$ cat config.mk
export PLATFORM = sky130hd
export DESIGN_NAME = cmd_parser
export DESIGN_NICKNAME = d
export VERILOG_FILES = /design/src/inc/cmd_parser_pkg.sv /design/src/logic/cmd_parser.sv
export SDC_FILE = /design/constraint.sdc
export NUM_CORES = 1
export LEC_CHECK = 0
export ABC_AREA = 1
export BUFFER_PORTS_ARGS = -buffer_cell sky130_fd_sc_hd__buf_4
export CAP_MARGIN = 10
export CORE_AREA = 2 2 214 322
export CTS_CLUSTER_SIZE = 20
export DETAILED_ROUTE_END_ITERATION = 16
export DIE_AREA = 0 0 216 324
export HOLD_SLACK_MARGIN = 0.12
export PLACE_DENSITY = 0.81
export SLEW_MARGIN = 20
export SYNTH_ARGS = -nofsm -noshare
export SYNTH_HDL_FRONTEND = slang
export SYNTH_SLANG_ARGS = --single-unit
$ cat constraint.sdc
create_clock -name clk -period 16 [get_ports clk]
set_input_delay 3.2 -clock clk [delete_from_list [all_inputs] [get_ports clk]]
set_output_delay 3.2 -clock clk [all_outputs]
set_load 0.02 [all_outputs]
$ cat src/inc/cmd_parser_pkg.sv
// What this block does
// - Keywords and words match in any letter case.
// - Runs of spaces count as one separator.
// - Leading spaces ok; spaces inside numbers rejected.
// - One comma between parameters, spaces around allowed.
// - Status-name lists are comma separated items.
// - Current takes A or mA, default amps.
// - Time takes s or ms, default seconds.
// - Voltage takes V or mV, default volts.
// - State accepts 1/ON as true, 0/OFF false.
// - Status list accepts any defined name combination.
// - Numbers kept to four significant figures.
// - Optional sign, at most one decimal point.
// - Exponent after E or e, signed integer.
// - Semicolons split commands, spaces around allowed.
// - Line feed ends line and starts execution.
// - Settings after hold wait for apply command.
// - Settings while disabled wait for recover/drive on.
// - Commands execute strictly in arrival order.
package cmd_parser_pkg;

   // ****************************************
   // Encodings.
   // ****************************************
   localparam logic [3:0] op_none = 4'h0;
   localparam logic [3:0] op_vset = 4'h1;
   localparam logic [3:0] op_iset = 4'h2;
   localparam logic [3:0] op_ovset = 4'h3;
   localparam logic [3:0] op_dly = 4'h4;
   localparam logic [3:0] op_hold = 4'h5;
   localparam logic [3:0] op_apply_deferred = 4'h6;
   localparam logic [3:0] op_drive = 4'h7;
   localparam logic [3:0] op_recover = 4'h8;
   localparam logic [3:0] op_suppress = 4'h9;
   localparam logic [3:0] op_event_allow = 4'ha;

   localparam logic [2:0] err_none = 3'h0;
   localparam logic [2:0] err_keyword = 3'h1;
   localparam logic [2:0] err_separator = 3'h2;
   localparam logic [2:0] err_number = 3'h3;
   localparam logic [2:0] err_word = 3'h4;

   localparam int sig_figs = 4;
   localparam int word_chars = 6;
   localparam logic [6:0] exp_digit_max = 7'h63;
   localparam logic [7:0] milli_shift = 8'h03;
   localparam int status_count = 12;

   // Status names in flag bit order.
   localparam logic [47:0] status_words [status_count] = '{
      48'h0000_0000_4356, 48'h0000_0000_4343, 48'h0000_0000_4F56, 48'h0000_0000_4F54,
      48'h0000_0000_5344, 48'h0000_464F_4C44, 48'h0000_0045_5252, 48'h0000_0050_4F4E,
      48'h0000_0052_454D, 48'h0000_0041_4346, 48'h0000_004F_5046, 48'h0000_534E_5350};

   // ****************************************
   // Carriers.
   // ****************************************
   typedef struct packed {
      logic [15:0] mant;
      logic [7:0] exp10;
   } val_type;

   typedef struct packed {
      logic [3:0] op;
      logic [1:0] nparam;
      logic state_on;
      logic [11:0] flags;
      val_type [1:0] vals;
   } cmd_type;

   typedef struct packed {
      logic [2:0] valid;
      val_type [2:0] vals;
   } settings_type;

endpackage

$ cat src/logic/cmd_parser.sv
`timescale 1ns/1ns
`default_nettype none
module cmd_parser #(
   parameter int depth_log2 = 3
) (
   input wire logic clk,
   input wire logic rst_n,
   input wire logic byte_valid,
   input wire logic [7:0] byte_data,
   output logic byte_ready,
   output logic cmd_valid,
   output cmd_parser_pkg::cmd_type cmd_out,
   input wire logic cmd_ready,
   output logic apply_valid,
   output cmd_parser_pkg::settings_type apply_out,
   input wire logic fault_trip,
   input wire logic err_clear,
   output logic [2:0] err_code,
   output logic hold_active,
   output logic out_disabled
);

   // ****************************************
   // Character and word decoding.
   // ****************************************
   typedef enum logic [10:0] {
      st_lead = 11'b000_0000_0001,
      st_key = 11'b000_0000_0010,
      st_gap = 11'b000_0000_0100,
      st_word = 11'b000_0000_1000,
      st_mant = 11'b000_0001_0000,
      st_exps = 11'b000_0010_0000,
      st_expd = 11'b000_0100_0000,
      st_unit = 11'b000_1000_0000,
      st_tail = 11'b001_0000_0000,
      st_sep = 11'b010_0000_0000,
      st_skip = 11'b100_0000_0000
   } state_type;

   function automatic logic [3:0] key_op(input logic [47:0] w);
      unique case (w)
         48'h0000_5653_4554: key_op = cmd_parser_pkg::op_vset;
         48'h0000_4953_4554: key_op = cmd_parser_pkg::op_iset;
         48'h004F_5653_4554: key_op = cmd_parser_pkg::op_ovset;
         48'h0000_0044_4C59: key_op = cmd_parser_pkg::op_dly;
         48'h0000_484F_4C44: key_op = cmd_parser_pkg::op_hold;
         48'h0000_0054_5247: key_op = cmd_parser_pkg::op_apply_deferred;
         48'h0000_004F_5554: key_op = cmd_parser_pkg::op_drive;
         48'h0000_0052_5354: key_op = cmd_parser_pkg::op_recover;
         48'h0000_4D41_534B: key_op = cmd_parser_pkg::op_suppress;
         48'h554E_4D41_534B: key_op = cmd_parser_pkg::op_event_allow;
         default: key_op = cmd_parser_pkg::op_none;
      endcase
   endfunction

   state_type st_reg, st_next;
   logic [47:0] word_reg;
   logic [2:0] wlen_reg;
   logic [13:0] mant_reg;
   logic [2:0] sig_reg;
   logic [7:0] exp_adj_reg;
   logic [6:0] exp_acc_reg;
   logic neg_reg, exp_neg_reg, have_dig_reg, exp_has_reg, frac_reg;
   logic [1:0] pidx_reg;
   cmd_parser_pkg::cmd_type rec_reg, rec_next;
   logic [2:0] err_reg;
   logic hold_reg, out_en_reg, trip_reg;

   wire logic is_lower = byte_data >= 8'h61 && byte_data <= 8'h7A;
   wire logic [7:0] up = is_lower ? (byte_data & 8'hDF) : byte_data;
   wire logic is_letter = up >= 8'h41 && up <= 8'h5A;
   wire logic is_digit = byte_data >= 8'h30 && byte_data <= 8'h39;
   wire logic [3:0] dval = byte_data[3:0];
   wire logic is_sp = byte_data == 8'h20;
   wire logic is_comma = byte_data == 8'h2C;
   wire logic is_semi = byte_data == 8'h3B;
   wire logic is_lf = byte_data == 8'h0A;
   wire logic is_sign = byte_data == 8'h2B || byte_data == 8'h2D;
   wire logic is_dot = byte_data == 8'h2E;
   wire logic is_e = up == 8'h45;
   wire logic num_start = is_digit || is_sign || is_dot;
   wire logic line_end = is_semi || is_lf;
   wire logic delim = is_sp || is_comma || line_end;
   wire logic fire = byte_valid && byte_ready;

   wire logic [3:0] op_w = key_op(word_reg);
   wire logic w_on = word_reg == 48'h0000_0000_4F4E;
   wire logic w_off = word_reg == 48'h0000_004F_4646;
   wire logic w_all = word_reg == 48'h0000_0041_4C4C;
   wire logic w_none = word_reg == 48'h0000_4E4F_4E45;
   wire logic [11:0] w_flags;
   genvar gi;
   generate
      for (gi = 0; gi < cmd_parser_pkg::status_count; gi++) begin : g_flag
         assign w_flags[gi] = word_reg == cmd_parser_pkg::status_words[gi];
      end
   endgenerate
   wire logic word_ok = w_on || w_off || w_all || w_none || (|w_flags);
   wire logic u_milli = word_reg == 48'h0000_0000_4D41 || word_reg == 48'h0000_0000_4D53 ||
      word_reg == 48'h0000_0000_4D56;
   wire logic u_base = word_reg == 48'h0000_0000_0041 || word_reg == 48'h0000_0000_0053 ||
      word_reg == 48'h0000_0000_0056;
   wire logic in_unit = st_reg == st_unit;
   wire logic unit_ok = !in_unit || u_milli || u_base;
   wire logic num_ok = (st_reg == st_expd) ? exp_has_reg : have_dig_reg;

   // Value in mantissa and power of ten, milli suffix lowers the power by three.
   wire logic [15:0] mant_ext = {2'b00, mant_reg};
   wire logic [15:0] mant_s = neg_reg ? 16'(-mant_ext) : mant_ext;
   wire logic [7:0] exp_part = exp_neg_reg ? 8'(-{1'b0, exp_acc_reg}) : {1'b0, exp_acc_reg};
   wire logic [7:0] exp_fin = 8'(exp_adj_reg + exp_part - ((in_unit && u_milli) ? cmd_parser_pkg::milli_shift : 8'h00));

   // ****************************************
   // Parser state machine.
   // ****************************************
   logic do_key, do_num, do_word, do_commit, do_release, do_clear;
   logic [2:0] err_hit;
   always_comb begin
      st_next = st_reg;
      do_key = 1'b0;
      do_num = 1'b0;
      do_word = 1'b0;
      do_commit = 1'b0;
      do_release = 1'b0;
      do_clear = 1'b0;
      err_hit = cmd_parser_pkg::err_none;
      if (fire) begin
         unique case (st_reg)
            st_lead: begin
               if (is_letter) st_next = st_key;
               else if (is_lf) do_release = 1'b1;
               else if (!is_sp && !is_semi) err_hit = cmd_parser_pkg::err_keyword;
            end
            st_key: begin
               if (is_letter) begin
                  if (wlen_reg == 3'(cmd_parser_pkg::word_chars)) err_hit = cmd_parser_pkg::err_keyword;
               end else if ((is_sp || line_end) && op_w == cmd_parser_pkg::op_none) begin
                  err_hit = cmd_parser_pkg::err_keyword;
               end else if (is_sp) begin
                  do_key = 1'b1;
                  st_next = st_gap;
               end else if (line_end) begin
                  do_key = 1'b1;
                  do_commit = 1'b1;
               end else err_hit = cmd_parser_pkg::err_separator;
            end
            st_gap, st_sep, st_tail: begin
               if (is_sp) st_next = st_reg;
               else if (st_reg != st_tail && is_letter) st_next = st_word;
               else if (st_reg != st_tail && num_start) st_next = st_mant;
               else if (st_reg == st_tail && is_comma) st_next = st_sep;
               else if (st_reg != st_sep && line_end) do_commit = 1'b1;
               else if (st_reg == st_tail && is_digit) err_hit = cmd_parser_pkg::err_number;
               else err_hit = cmd_parser_pkg::err_separator;
            end
            st_word: begin
               if (is_letter) begin
                  if (wlen_reg == 3'(cmd_parser_pkg::word_chars)) err_hit = cmd_parser_pkg::err_word;
               end else if (delim && !word_ok) err_hit = cmd_parser_pkg::err_word;
               else if (delim) do_word = 1'b1;
               else err_hit = cmd_parser_pkg::err_word;
            end
            st_mant: begin
               if (is_digit) st_next = st_mant;
               else if (is_dot && !frac_reg) st_next = st_mant;
               else if (is_e && have_dig_reg) st_next = st_exps;
               else if (is_letter && have_dig_reg) st_next = st_unit;
               else if (delim && have_dig_reg) do_num = 1'b1;
               else err_hit = cmd_parser_pkg::err_number;
            end
            st_exps: begin
               if (is_sign || is_digit) st_next = st_expd;
               else err_hit = cmd_parser_pkg::err_number;
            end
            st_expd: begin
               if (is_digit) st_next = st_expd;
               else if (is_letter && exp_has_reg) st_next = st_unit;
               else if (delim && num_ok) do_num = 1'b1;
               else err_hit = cmd_parser_pkg::err_number;
            end
            st_unit: begin
               if (is_letter && wlen_reg < 3'h2) st_next = st_unit;
               else if (delim && unit_ok) do_num = 1'b1;
               else err_hit = cmd_parser_pkg::err_number;
            end
            default: begin
               if (line_end) begin
                  st_next = st_lead;
                  do_clear = 1'b1;
                  do_release = is_lf;
               end
            end
         endcase
         if (do_num && pidx_reg == 2'h2) begin
            do_num = 1'b0;
            err_hit = cmd_parser_pkg::err_separator;
         end
         if ((do_num || do_word) && line_end) do_commit = 1'b1;
         else if (do_num || do_word) st_next = is_comma ? st_sep : st_tail;
         if (do_commit) begin
            st_next = st_lead;
            do_release = is_lf;
         end
         if (err_hit != cmd_parser_pkg::err_none) begin
            st_next = line_end ? st_lead : st_skip;
            do_commit = 1'b0;
            do_clear = 1'b1;
            do_release = is_lf;
         end
      end
   end

   always_comb begin
      rec_next = rec_reg;
      if (do_key) rec_next.op = op_w;
      if (do_num) begin
         rec_next.vals[pidx_reg[0]] = '{mant: mant_s, exp10: exp_fin};
         rec_next.state_on = mant_reg != 14'h0000;
         rec_next.nparam = 2'(pidx_reg + 2'h1);
      end
      if (do_word) begin
         if (w_on || w_off) rec_next.state_on = w_on;
         if (w_all) rec_next.flags = 12'hFFF;
         rec_next.flags = rec_next.flags | w_flags;
         rec_next.nparam = 2'(pidx_reg + 2'h1);
      end
   end

   // A comma counts a parameter whether or not spaces stand before it.
   wire logic next_param = ((do_num || do_word) && is_comma) || (st_reg == st_tail && st_next == st_sep);

   always_ff @(posedge clk or negedge rst_n) begin
      if (!rst_n) begin
         st_reg <= st_lead;
         rec_reg <= '0;
         pidx_reg <= 2'h0;
      end else begin
         st_reg <= st_next;
         rec_reg <= (do_commit || do_clear) ? '0 : rec_next;
         if (do_commit || do_clear) pidx_reg <= 2'h0;
         else if (next_param && pidx_reg != 2'h2) pidx_reg <= 2'(pidx_reg + 2'h1);
      end
   end

   // ****************************************
   // Token accumulators.
   // ****************************************
   wire logic start_word = fire && is_letter && st_next != st_skip &&
      (st_reg == st_lead || st_reg == st_gap || st_reg == st_sep || st_next == st_unit && st_reg != st_unit);
   wire logic start_num = fire && st_next == st_mant && st_reg != st_mant;
   wire logic sig_zero = mant_reg == 14'h0000 && dval == 4'h0;

   always_ff @(posedge clk or negedge rst_n) begin
      if (!rst_n) begin
         word_reg <= '0;
         wlen_reg <= 3'h0;
      end else if (start_word) begin
         word_reg <= {40'h00_0000_0000, up};
         wlen_reg <= 3'h1;
      end else if (fire && is_letter) begin
         word_reg <= {word_reg[39:0], up};
         wlen_reg <= 3'(wlen_reg + 3'h1);
      end
   end

   always_ff @(posedge clk or negedge rst_n) begin
      if (!rst_n) begin
         mant_reg <= 14'h0000;
         sig_reg <= 3'h0;
         exp_adj_reg <= 8'h00;
         exp_acc_reg <= 7'h00;
         {neg_reg, exp_neg_reg, have_dig_reg, exp_has_reg, frac_reg} <= 5'h00;
      end else if (start_num) begin
         mant_reg <= is_digit ? {10'h000, dval} : 14'h0000;
         sig_reg <= (is_digit && dval != 4'h0) ? 3'h1 : 3'h0;
         exp_adj_reg <= 8'h00;
         exp_acc_reg <= 7'h00;
         {neg_reg, exp_neg_reg, have_dig_reg, exp_has_reg, frac_reg} <=
            {byte_data == 8'h2D, 1'b0, is_digit, 1'b0, is_dot};
      end else if (fire && st_reg == st_mant && is_digit) begin
         have_dig_reg <= 1'b1;
         if (sig_zero) begin
            if (frac_reg) exp_adj_reg <= 8'(exp_adj_reg - 8'h01);
         end else if (sig_reg < 3'(cmd_parser_pkg::sig_figs)) begin
            mant_reg <= 14'(mant_reg * 14'd10 + {10'h000, dval});
            sig_reg <= 3'(sig_reg + 3'h1);
            if (frac_reg) exp_adj_reg <= 8'(exp_adj_reg - 8'h01);
         end else if (!frac_reg) exp_adj_reg <= 8'(exp_adj_reg + 8'h01);
      end else if (fire && st_reg == st_mant && is_dot) begin
         frac_reg <= 1'b1;
      end else if (fire && st_reg == st_exps) begin
         exp_neg_reg <= byte_data == 8'h2D;
         exp_has_reg <= is_digit;
         exp_acc_reg <= is_digit ? {3'h0, dval} : 7'h00;
      end else if (fire && st_reg == st_expd && is_digit) begin
         exp_has_reg <= 1'b1;
         if (exp_acc_reg < 7'd10) exp_acc_reg <= 7'(exp_acc_reg * 7'd10 + {3'h0, dval});
         else exp_acc_reg <= cmd_parser_pkg::exp_digit_max;
      end
   end

   // ****************************************
   // Command queue, released a line at a time.
   // ****************************************
   localparam int depth = 1 << depth_log2;
   cmd_parser_pkg::cmd_type mem [depth];
   logic [depth_log2:0] wr_ptr_reg, rel_ptr_reg, rd_ptr_reg;

   wire logic push = do_commit && rec_next.op != cmd_parser_pkg::op_none;
   wire logic [depth_log2:0] wr_ptr_next = push ? (depth_log2 + 1)'(wr_ptr_reg + 1'b1) : wr_ptr_reg;
   wire logic [depth_log2:0] used = (depth_log2 + 1)'(wr_ptr_reg - rd_ptr_reg);
   wire logic head_valid = rd_ptr_reg != rel_ptr_reg;
   wire cmd_parser_pkg::cmd_type head = mem[rd_ptr_reg[depth_log2-1:0]];
   wire logic is_setting = head.op == cmd_parser_pkg::op_vset || head.op == cmd_parser_pkg::op_iset ||
      head.op == cmd_parser_pkg::op_ovset;
   wire logic pop = head_valid && (is_setting || cmd_ready);

   assign byte_ready = used < (depth_log2 + 1)'(depth);
   assign cmd_valid = head_valid && !is_setting;
   assign cmd_out = head;

   always_ff @(posedge clk) begin
      if (push) mem[wr_ptr_reg[depth_log2-1:0]] <= rec_next;
   end

   always_ff @(posedge clk or negedge rst_n) begin
      if (!rst_n) begin
         wr_ptr_reg <= '0;
         rel_ptr_reg <= '0;
         rd_ptr_reg <= '0;
      end else begin
         wr_ptr_reg <= wr_ptr_next;
         if (do_release) rel_ptr_reg <= wr_ptr_next;
         if (pop) rd_ptr_reg <= (depth_log2 + 1)'(rd_ptr_reg + 1'b1);
      end
   end

   // ****************************************
   // Deferred settings.
   // ****************************************
   cmd_parser_pkg::settings_type pend_reg, apply_reg;
   logic apply_vld_reg;
   wire logic [1:0] slot = 2'(head.op - cmd_parser_pkg::op_vset);
   wire logic hold_after = (pop && head.op == cmd_parser_pkg::op_hold) ? head.state_on : hold_reg;
   wire logic out_en_after = (pop && head.op == cmd_parser_pkg::op_drive) ? head.state_on : out_en_reg;
   wire logic clears_trip = pop && (head.op == cmd_parser_pkg::op_recover ||
      head.op == cmd_parser_pkg::op_drive && head.state_on);
   wire logic defer = hold_reg || !out_en_reg || trip_reg;
   wire logic rel_hold = pop && head.op == cmd_parser_pkg::op_apply_deferred && out_en_reg && !trip_reg;
   wire logic rel_dis = clears_trip && out_en_after && !hold_after && !fault_trip;
   wire logic release_all = (rel_hold || rel_dis) && pend_reg.valid != 3'h0;
   wire logic apply_now = pop && is_setting && !defer;

   always_ff @(posedge clk or negedge rst_n) begin
      if (!rst_n) begin
         pend_reg <= '0;
         apply_reg <= '0;
         apply_vld_reg <= 1'b0;
         hold_reg <= 1'b0;
         out_en_reg <= 1'b1;
         trip_reg <= 1'b0;
      end else begin
         hold_reg <= hold_after;
         out_en_reg <= out_en_after;
         if (fault_trip) trip_reg <= 1'b1;
         else if (clears_trip) trip_reg <= 1'b0;
         apply_vld_reg <= apply_now || release_all;
         if (release_all) begin
            apply_reg <= pend_reg;
            pend_reg <= '0;
         end else if (apply_now) begin
            apply_reg <= '0;
            apply_reg.valid[slot] <= 1'b1;
            apply_reg.vals[slot] <= head.vals[0];
         end else if (pop && is_setting) begin
            pend_reg.valid[slot] <= 1'b1;
            pend_reg.vals[slot] <= head.vals[0];
         end
      end
   end

   // ****************************************
   // Error record and status.
   // ****************************************
   always_ff @(posedge clk or negedge rst_n) begin
      if (!rst_n) err_reg <= cmd_parser_pkg::err_none;
      else if (err_hit != cmd_parser_pkg::err_none) err_reg <= err_hit;
      else if (err_clear) err_reg <= cmd_parser_pkg::err_none;
   end

   assign err_code = err_reg;
   assign apply_valid = apply_vld_reg;
   assign apply_out = apply_reg;
   assign hold_active = hold_reg;
   assign out_disabled = !out_en_reg || trip_reg;

endmodule
`default_nettype wire

Word-level counts from Yosys, hierarchy flattened
Memory sizes are Yosys's and may differ from the RTL's.
Index checks and enable logic that the tools add are counted.
{ "totals": {"regBits": 337, "latchBits": 0, "ram_bits": 536, "mem_bits_ro": 0, "in_bits": 14, "elab_cells": 471, "n_memories": 1} }
{ "op_classes": {"addsub": 15, "multipliers": 2, "div_mod_pow": 0, "magnitude_cmp": 14, "eq_ne": 74, "shift": 0, "mux": 187, "bitwise_logic": 3, "n_reduce_logical": 132} }
{ "memory_table": {"columns": ["name", "depth", "width", "read_ports", "rd_clocked_by_memory_dff", "wr", "line_no", "rtl"], "rows": [
  ["mem", 8, 67, 1, 0, 1, "cmd_parser.sv:306", "cmd_parser_pkg::cmd_type mem [depth];"]
]} }
{ "ops": {"columns": ["cell", "n"], "rows": [
  ["$eq A48 B23 Y1 const B", 11],
  ["$eq A48 B15 Y1 const B", 9],
  ["$mux W75", 5],
  ["$eq A48 B31 Y1 const B", 7],
  ["$mux W11", 23],
  ["$eq A48 B7 Y1 const B", 3],
  ["$mux W48", 3],
  ["$pmux W11 S8", 1],
  ["$mux W1", 76],
  ["$and A72 B72 Y72", 1],
  ["$bwmux W72", 1],
  ["$mux W67", 1],
  ["$logic_and A1 B1 Y1", 58],
  ["$mux W14", 4],
  ["$mux W8", 7],
  ["$mux W3", 17],
  ["$bwmux W48", 1],
  ["$demux W24 S2", 1],
  ["$eq A48 B39 Y1 const B", 1],
  ["$eq A48 B47 Y1 const B", 1],
  ["$eq A8 B6 Y1 const B", 6],
  ["$mux W24", 2],
  ["$mux W2", 22],
  ["$mux W7", 6],
  ["81 further kinds", 160]
]} }

Depth between registers and ports, before layout
Gate-level depths: netlist of run 1.
{ "depth": {"word_depth": 28, "mapped_depth": 29} }

Least setup slack after synthesis of run 1
Ideal clock, no wire load.
{ "synth_timing": {"kind": "in2reg", "startpoint": "in byte_data[2]", "endpoint": "mem mem[2][0] (netlist bit) (enable)", "t_arrival_ps": 9647, "t_required_ps": 15425, "path_slack_ps": 5778, "cell_stages": 16, "n_path_buf": 1, "cell_sequence": "buf_4 inv_1 nand4_1 nor2_1 nor2_4 nand2_2 nand3_1 nand2_1 nand2_1 a21oi_2 nand3_1 nor2_2 nand4_4 nor3b_4 nand2_1 nor3_1"} }
{ "synth_via": {"elab_chain_len": 24, "elab_cells_between_ends": 120, "classes_between": "order compare: 6; eq/ne: 8; mux: 72; reduce/logical: 34"} }
{ "synth_rtl": {"columns": ["item", "line_no", "rtl"], "rows": [
  ["start, declared", "cmd_parser.sv:9", "input wire logic [7:0] byte_data,"],
  ["$ge A8 B7 Y1 or $le A8 B7 Y1 (tied branches)", "cmd_parser.sv:69", "wire logic is_lower = byte_data >= 8'h61 && byte_data <= 8'h7A;"],
  ["$logic_and A1 B1 Y1", "cmd_parser.sv:69", null],
  ["$mux W6", "cmd_parser.sv:70", "wire logic [7:0] up = is_lower ? (byte_data & 8'hDF) : byte_data;"],
  ["$ge A8 B7 Y1 or $le A8 B7 Y1 (tied branches)", "cmd_parser.sv:71", "wire logic is_letter = up >= 8'h41 && up <= 8'h5A;"],
  ["$logic_and A1 B1 Y1", "cmd_parser.sv:71", null],
  ["$logic_and A1 B1 Y1", "cmd_parser.sv:167", "else if (is_letter && have_dig_reg) st_next = st_unit;"],
  ["$mux W1", "cmd_parser.sv:167", null],
  ["$mux W1", "cmd_parser.sv:166", "else if (is_e && have_dig_reg) st_next = st_exps;"],
  ["[... 8 more ...]", null, null],
  ["$logic_and A1 B1 Y1", "cmd_parser.sv:198", "if ((do_num || do_word) && line_end) do_commit = 1'b1;"],
  ["$mux W1", "cmd_parser.sv:198", null],
  ["$mux W1", "cmd_parser.sv:127", "if (fire) begin"],
  ["$mux W1", "cmd_parser.sv:204", "if (err_hit != cmd_parser_pkg::err_none) begin"],
  ["$mux W1", "cmd_parser.sv:127", null],
  ["$logic_and A1 B1 Y1 *", "cmd_parser.sv:309", "wire logic push = do_commit && rec_next.op != cmd_parser_pkg::op_none;"],
  ["$mux W1 *", "cmd_parser.sv:323", "if (push) mem[wr_ptr_reg[depth_log2-1:0]] <= rec_next;"],
  ["$mux W1 (not written as such) *", "cmd_parser.sv:323", null],
  ["end, declared", "cmd_parser.sv:306", null]
]} }
Mark *: on every way between the ends. The rest lies on a longest branch, timed or not. The select of a mux whose other input is x is not followed.

==> results of run 1 <==
routing by layer:
layer	global-route usage [%]	vias up	part of all wire, %
met4	19.7	0	6.2
met3	4.27	327	7.1
met1	39.3	16100	37
met5	0	-	0
li1	-	15700	-
met2	55.8	1589	50
worst max-delay path, cell delays in order, from the launching register on:
cell and delay [ns]:
dfrtp_4 0.72, inv_6 0.45, buf_4 0.82, buf_4 0.92, o21ai_0 0.18, o22ai_1 0.17, inv_1 0.05, o21ai_0 0.50
buf_4 0.26
metrics by stage:
step                power [mW]  hold WS, ns
floorplan                 5.30        0.450
global placement          6.49        0.463
detailed placement        6.56        0.469
CTS                       8.49        0.490
global route              8.99        0.518
finish                    8.52        0.485
power groups by stage:
stage                     clock [mW]  sequential [mW]  combinational [mW]
after global placement             0             3.06                3.43
after CTS                       1.95             3.03                3.52
after global routing            2.03             3.07                3.88
after floorplan                    0             3.04                2.27
after detailed placement           0             3.07                3.49
final                           1.93             3.04                3.55
kinds of logic after synthesis:
family                     synth area share [%]
and+or+nand+nor                            24.0
DFF                                        58.4
AOI/OAI and AO/OA                          8.53
buffers and inverters                      5.80
xor gates and xnor gates                   1.35
adders and majority gates                  1.89
muxes                                     0.104
cells in the final DEF, fill, tap and decap left out, types with 7 or more instances in the layout:
master     instances
dfrtp_1          333
a31oi_1           42
inv_2             23
nand2_1          869
inv_1            360
nor3_2             9
clkbuf_1          20
o211ai_1          15
clkbuf_8          14
nor2_2            26
xnor2_1           20
clkinv_2           9
clkinv_1           7
nor3_1            29
nand4_1           39
nand3_1          480
ha_1              54
nor4_1             7
o21ai_1           23
nand2_2           19
nor2_1           865
xor2_1            45
o21ai_0          387
buf_4            199
clkbuf_16         81
a21oi_1           67
or2_2              7
edfxtp_1         536
o22ai_1           94
nor2_4            11
synth_stat cells (all sizes together):
library cell,n
dfstp,2
nor2,902
a21o,2
nand3,483
o21bai,4
o22ai,94
mux2,3
a211oi,2
fa,6
o311ai,1
nor3b,4
buf,70
o32ai,2
nand2,892
o21a,1
a31oi,42
dfrtp,335
a21boi,5
o211ai,16
edfxtp,536
and2,3
a22oi,1
inv,385
nor4,7
clkbuf,151
xor2,45
o2111a,1
or3b,1
a21oi,69
mux2i,1
o31ai,2
clkinv,5
and3,4
xnor2,20
or2,9
o21ai,412
ha,54
nand4,40
nor3,39
nand3b,3
o41ai,2
worst paths after layout:
check / to / slack (ns) / startpoint
worst max-delay path: cmd_out[14] / 7.97 / rd_ptr_reg[0]$_DFFE_PN0P_
worst min-delay path: err_code[0]$_DFFE_PN0P_ / 0.48 / err_code[0]$_DFFE_PN0P_
worst max register to register: apply_out[40]$_DFFE_PN0P_ / 9.39 / rd_ptr_reg[1]$_DFFE_PN0P_
worst min register to register: err_code[0]$_DFFE_PN0P_ / 0.48 / err_code[0]$_DFFE_PN0P_
max in group asynchronous: rec_reg[45]$_DFF_PN0_ / 11.49 / rst_n
min in group asynchronous: apply_out[54]$_DFFE_PN0P_ / 2.56 / rst_n
area by class of cell:
cell class / count / area (um2) / area share (%)
multi-input cells: 3172 / 15100 / 32.6
clock buffers: 119 / 2320 / 5.00
flip-flops and latches: 873 / 24500 / 52.9
inverters: 390 / 1470 / 3.17
clock inverters: 27 / 332 / 0.714
well taps: 892 / 1120 / 2.40
repair buffers: 201 / 1520 / 3.27
==> summary.md, run 1 <==
| Metric | Value |
|---|---|
| Vias | 33700 |
| Worst skew pair latency | 0.65 ns |
| Worst Hold Class | register to register |
| Cts bufs inserted | 79 |
| H-Tree Depth | 3 |
| Final core utilization | 68.9% |
| Final Hold Fails | 0 |
| Place WS | 8.11 ns |
| Highest Clock Rate | 125 MHz |
| Clk slew on worst S/H paths | 0.07 ns |
| Pins Over Slew Limit | 0 |
| Mapped cell area | 42000 um2 |
| Largest net degree at the start of global routing | 144 |
| Die Height | 324 um |
| Starting DRT DRC Count | 4144 |
| Vias per cell | 5.94 |
| Synth top area share | 38.3% |
| Die width | 216 um |
| Req. time, crit path | 12.80 ns |
| YS warnings | 0 |
| Diodes inserted | 0 |
| Setup TNS Final | 0 ns |
| #FFs+latches synth | 873 |
| Design area | 46400 um2 |
| Routed WL | 114000 um |
| Synthesized area per cell | 9.03 um2 |
| Placed cell count | 5528 |
| Combinational share of power | 41.6% |
| Switching Power | 3.62 mW |
| Outcome | complete, no violations |
| Fillers | 5115 |
| Post-CTS sizing | 0 |
| HPWL after DPL | 74200 um |
| Final RePlAce weighted congestion | 0.999 |
| Flop pwr share | 35.7% |
| Worst Skew | 0.0309 ns |
| Switching part of the total | 42.5% |
| Setup bufs post-CTS | 0 |
| IO Port Bufs | 163 |
| Final #Nets | 4791 |
| DR pass1 iterations | 7 |
| Area Growth Syn to Fin | 10.5% |
| Clock Tree Buf Depth | 3 |
| Initial antenna violation count | 0 |
| Seq/Total Area, Yosys | 58.4% |
| DR DRC count | 0 |
| Period minus WS final | 8.03 ns |
| Area after DPL | 43800 um2 |
| Tightest Pin Transition | 1.17 ns |
| Number of global-route vias before repair | 32200 |
| Clock group share of total power | 22.7% |
| Final non-filler cell total | 5674 |
| Worst-path maximum fanout | 107 |
| Core Area | 67300 um2 |
| Leading post-synthesis cells by cell area | edfxtp_1 (38%), dfrtp_1 (20%), nand2_1 (7.8%) |
| WL/cell | 20.1 um |
| CTS sink cnt | 873 |
| Leakage power figure | 19.5 nW |
| Number of max-cap violations | 0 |
| FF-to-FF path depth | 19 |
| Total GRT Usage | 32.5% |
| Cell taking the most area after synthesis | edfxtp_1 |
| Synth cell types | 60 |
| Layout cells sized above 1 | 9.33% |
| First-pass GRT wire length | 176000 um |
| CP endpoint kind | output pin |
| P_int | 4.90 mW |
| IO Count | 164 |
| Post-route setup slack | 7.97 ns |
| Worst slew margin | 21.0% |
| Cell Rows | 117 |
| Pwr dens | 184 nW/um2 |
| Worst Hold Depth | 2 |
| Maximum VDD drop | 0.133 mV |
| CP Data Arrival Time | 4.83 ns |
| Grt ovf | 0 |
| Startpoint Class | register |
| Post-Syn Instances | 4656 |
| Final antenna-violating net count | 0 |
| Final setup fails | 0 |
| Fin crit share | 50.2% |
| Post-synth net total | 4730 |
| Initial core utilization | 62.4% |
| Root buffer cell | clkbuf_16 |
| Max FFs per register | 536 |
| Crit path kind | register to output pin |
| CTS tree | done |
| Die Area | 70000 um2 |
| CTS Hold Bufs | 0 |
| RSZ-0062 raised after global routing | false |
Note: power is estimated with default switching activity, not from simulation.
==> run 2, diff against run 1 <==
- CORE_AREA: 2 2 214 322 -> 2 2 216 324
- DIE_AREA: 0 0 216 324 -> 0 0 218 326
- PLACE_DENSITY: 0.81 -> 0.79
- clock period: 16 -> 7.4 ns (I/O delays scaled with it)
==> summary.md, run 2 (synthesis results as in run 1) <==
| Metric | Value |
|---|---|
| DR DRC count | 0 |
| Critical path startpoint | rd_ptr_reg[0]$_DFFE_PN0P_ |
| Clk slew on worst S/H paths | 0.07 ns |
| Root buffer cell | clkbuf_16 |
| Initial antenna violation count | 0 |
| Worst hold margin | 0.486 ns |
| Final setup fails | 0 |
| CTS tree | done |
| Worst slew margin | 13.7% |
| Fillers | 5361 |
| Worst Hold Class | register to register |
| Flop pwr share | 35.3% |
| Diodes inserted | 0 |
| Startpoint Class | register |
| Switching Power | 7.84 mW |
| Req. time, crit path | 5.92 ns |
| Pins Over Slew Limit | 0 |
| Cts bufs inserted | 79 |
| Setup bufs post-CTS | 0 |
| Post-CTS sizing | 0 |
| Max FFs per register | 536 |
| Maximum VDD drop | 0.318 mV |
| RSZ-0062 raised after global routing | false |
| Leakage power figure | 19.5 nW |
| Clock Tree Buf Depth | 3 |
| Initial core utilization | 61.3% |
| Cell Rows | 118 |
| CTS Hold Bufs | 0 |
| Number of global-route vias before repair | 32000 |
| Number of max-cap violations | 0 |
| CP Data Arrival Time | 4.19 ns |
| Final Hold Fails | 0 |
| Cell Chain, Critical Path | inv_6 > buf_4 > o21ai_0 > o22ai_1 > inv_1 > o21ai_0 > buf_4 |
| Layout cells sized above 1 | 9.20% |
| WL/cell | 20.1 um |
| Tightest Pin Transition | 1.29 ns |
| Crit path kind | register to output pin |
| Outcome | complete, no violations |
| DR pass1 iterations | 6 |
| Period minus WS final | 5.67 ns |
| Grt ovf | 0 |
| Total GRT Usage | 32.0% |
| IO Port Bufs | 163 |
| Worst Skew | 0.0240 ns |
| Final antenna-violating net count | 0 |
| Area Growth Syn to Fin | 10.6% |
| Vias | 33600 |
| Routed WL | 114000 um |
| Worst path slowest cell | buf_4 |
| R2R Path Start | rd_ptr_reg[2]$_DFFE_PN0P_ |
| Vias per cell | 5.91 |
| CP peak stage delay | 0.89 ns |
| P_int | 10.6 mW |
| IO Count | 164 |
| Combinational share of power | 42.0% |
| Final #Nets | 4792 |
| Die Height | 326 um |
| Worst-path maximum fanout | 103 |
| Die Area | 71100 um2 |
| Hold Path Origin | pend_reg[15]$_DFFE_PN0P_ |
| Reg area | 24500 um2 |
| First-pass GRT wire length | 177000 um |
| Fin crit share | 76.7% |
| CP endpoint kind | output pin |
| Switching part of the total | 42.6% |
| Multi-input gate area | 15100 um2 |
| Core Area | 68500 um2 |
| CTS sink cnt | 873 |
| HPWL after DPL | 75100 um |
| Design area | 46500 um2 |
| H-Tree Depth | 3 |
| Final RePlAce weighted congestion | 1.00 |
| Pwr dens | 396 nW/um2 |
| Starting DRT DRC Count | 3962 |
| Highest Clock Rate | 176 MHz |
| Leading cell type in the layout, fill and taps excluded | nand2_1 |
| Area after DPL | 43900 um2 |
| Most frequent cells in the layout | nand2_1 (869), nor2_1 (865), edfxtp_1 (536) |
| Largest net degree at the start of global routing | 232 |
| Die width | 218 um |
| Clock group share of total power | 22.7% |
| Worst skew pair latency | 0.65 ns |
==> run 2: per-stage QoR <==
step	total power [mW]	std cells	worst slack, ns	TNS (ns)	util [%]
after detailed placement	14.2	5537	1.82	0	64.0
after global routing	19.4	5684	1.51	0	67.9
after CTS	18.4	5684	1.80	0	67.9
after floorplan	11.5	4656	-1.28	-428.14	-
after global placement	14.0	5537	1.87	0	64.0
final	18.4	5684	1.73	0	67.9
==> run 2: path summary, 6_finish.rpt <==
path	depth (start not counted)	end	slack (ns)
setup / recovery	7	cmd_out[15]	1.73
hold / removal	2	apply_out[15]$_DFFE_PN0P_	0.49
setup reg to reg	17	mem[7][18]$_DFFE_PP_	1.99
hold reg to reg	2	apply_out[15]$_DFFE_PN0P_	0.49
max in group asynchronous	2	rd_ptr_reg[1]$_DFFE_PN0P_	5.12
min in group asynchronous	1	apply_out[54]$_DFFE_PN0P_	0.83
==> run 2: final cells by class <==
cell class | count | share of cell area (%)
sequential | 873 | 52.8
multi-input combinational | 3172 | 32.6
clock buffer | 103 | 4.60
timing repair buffer | 202 | 3.41
inverter | 390 | 3.17
tap | 900 | 2.42
clock inverter | 44 | 1.06
==> run 2: power by group through the flow <==
stage | Clock, mW | Sequential, mW | Combinational, mW
2_1_floorplan | 0 | 6.56 | 4.90
3_3_place_gp | 0 | 6.56 | 7.46
3_5_place_dp | 0 | 6.59 | 7.61
4_1_cts | 4.21 | 6.49 | 7.67
5_1_grt | 4.38 | 6.57 | 8.46
6_report | 4.18 | 6.50 | 7.73
==> run 2: routing by layer <==
metal | vias to the layer above | GRT usage (%) | share of wire, %
met2 | 1490 | 54.1 | 50
met5 | - | 0 | 0
met4 | 0 | 19.0 | 6.3
met1 | 16000 | 39.5 | 37
li1 | 15700 | - | -
met3 | 306 | 4.01 | 6.8
==> run 2: worst max-delay path: cells and delay by family (launching register included) <==
kind            cells  cell delay, ns
buf+inv             4            1.78
compound gates      3            0.96
flops               1            0.68
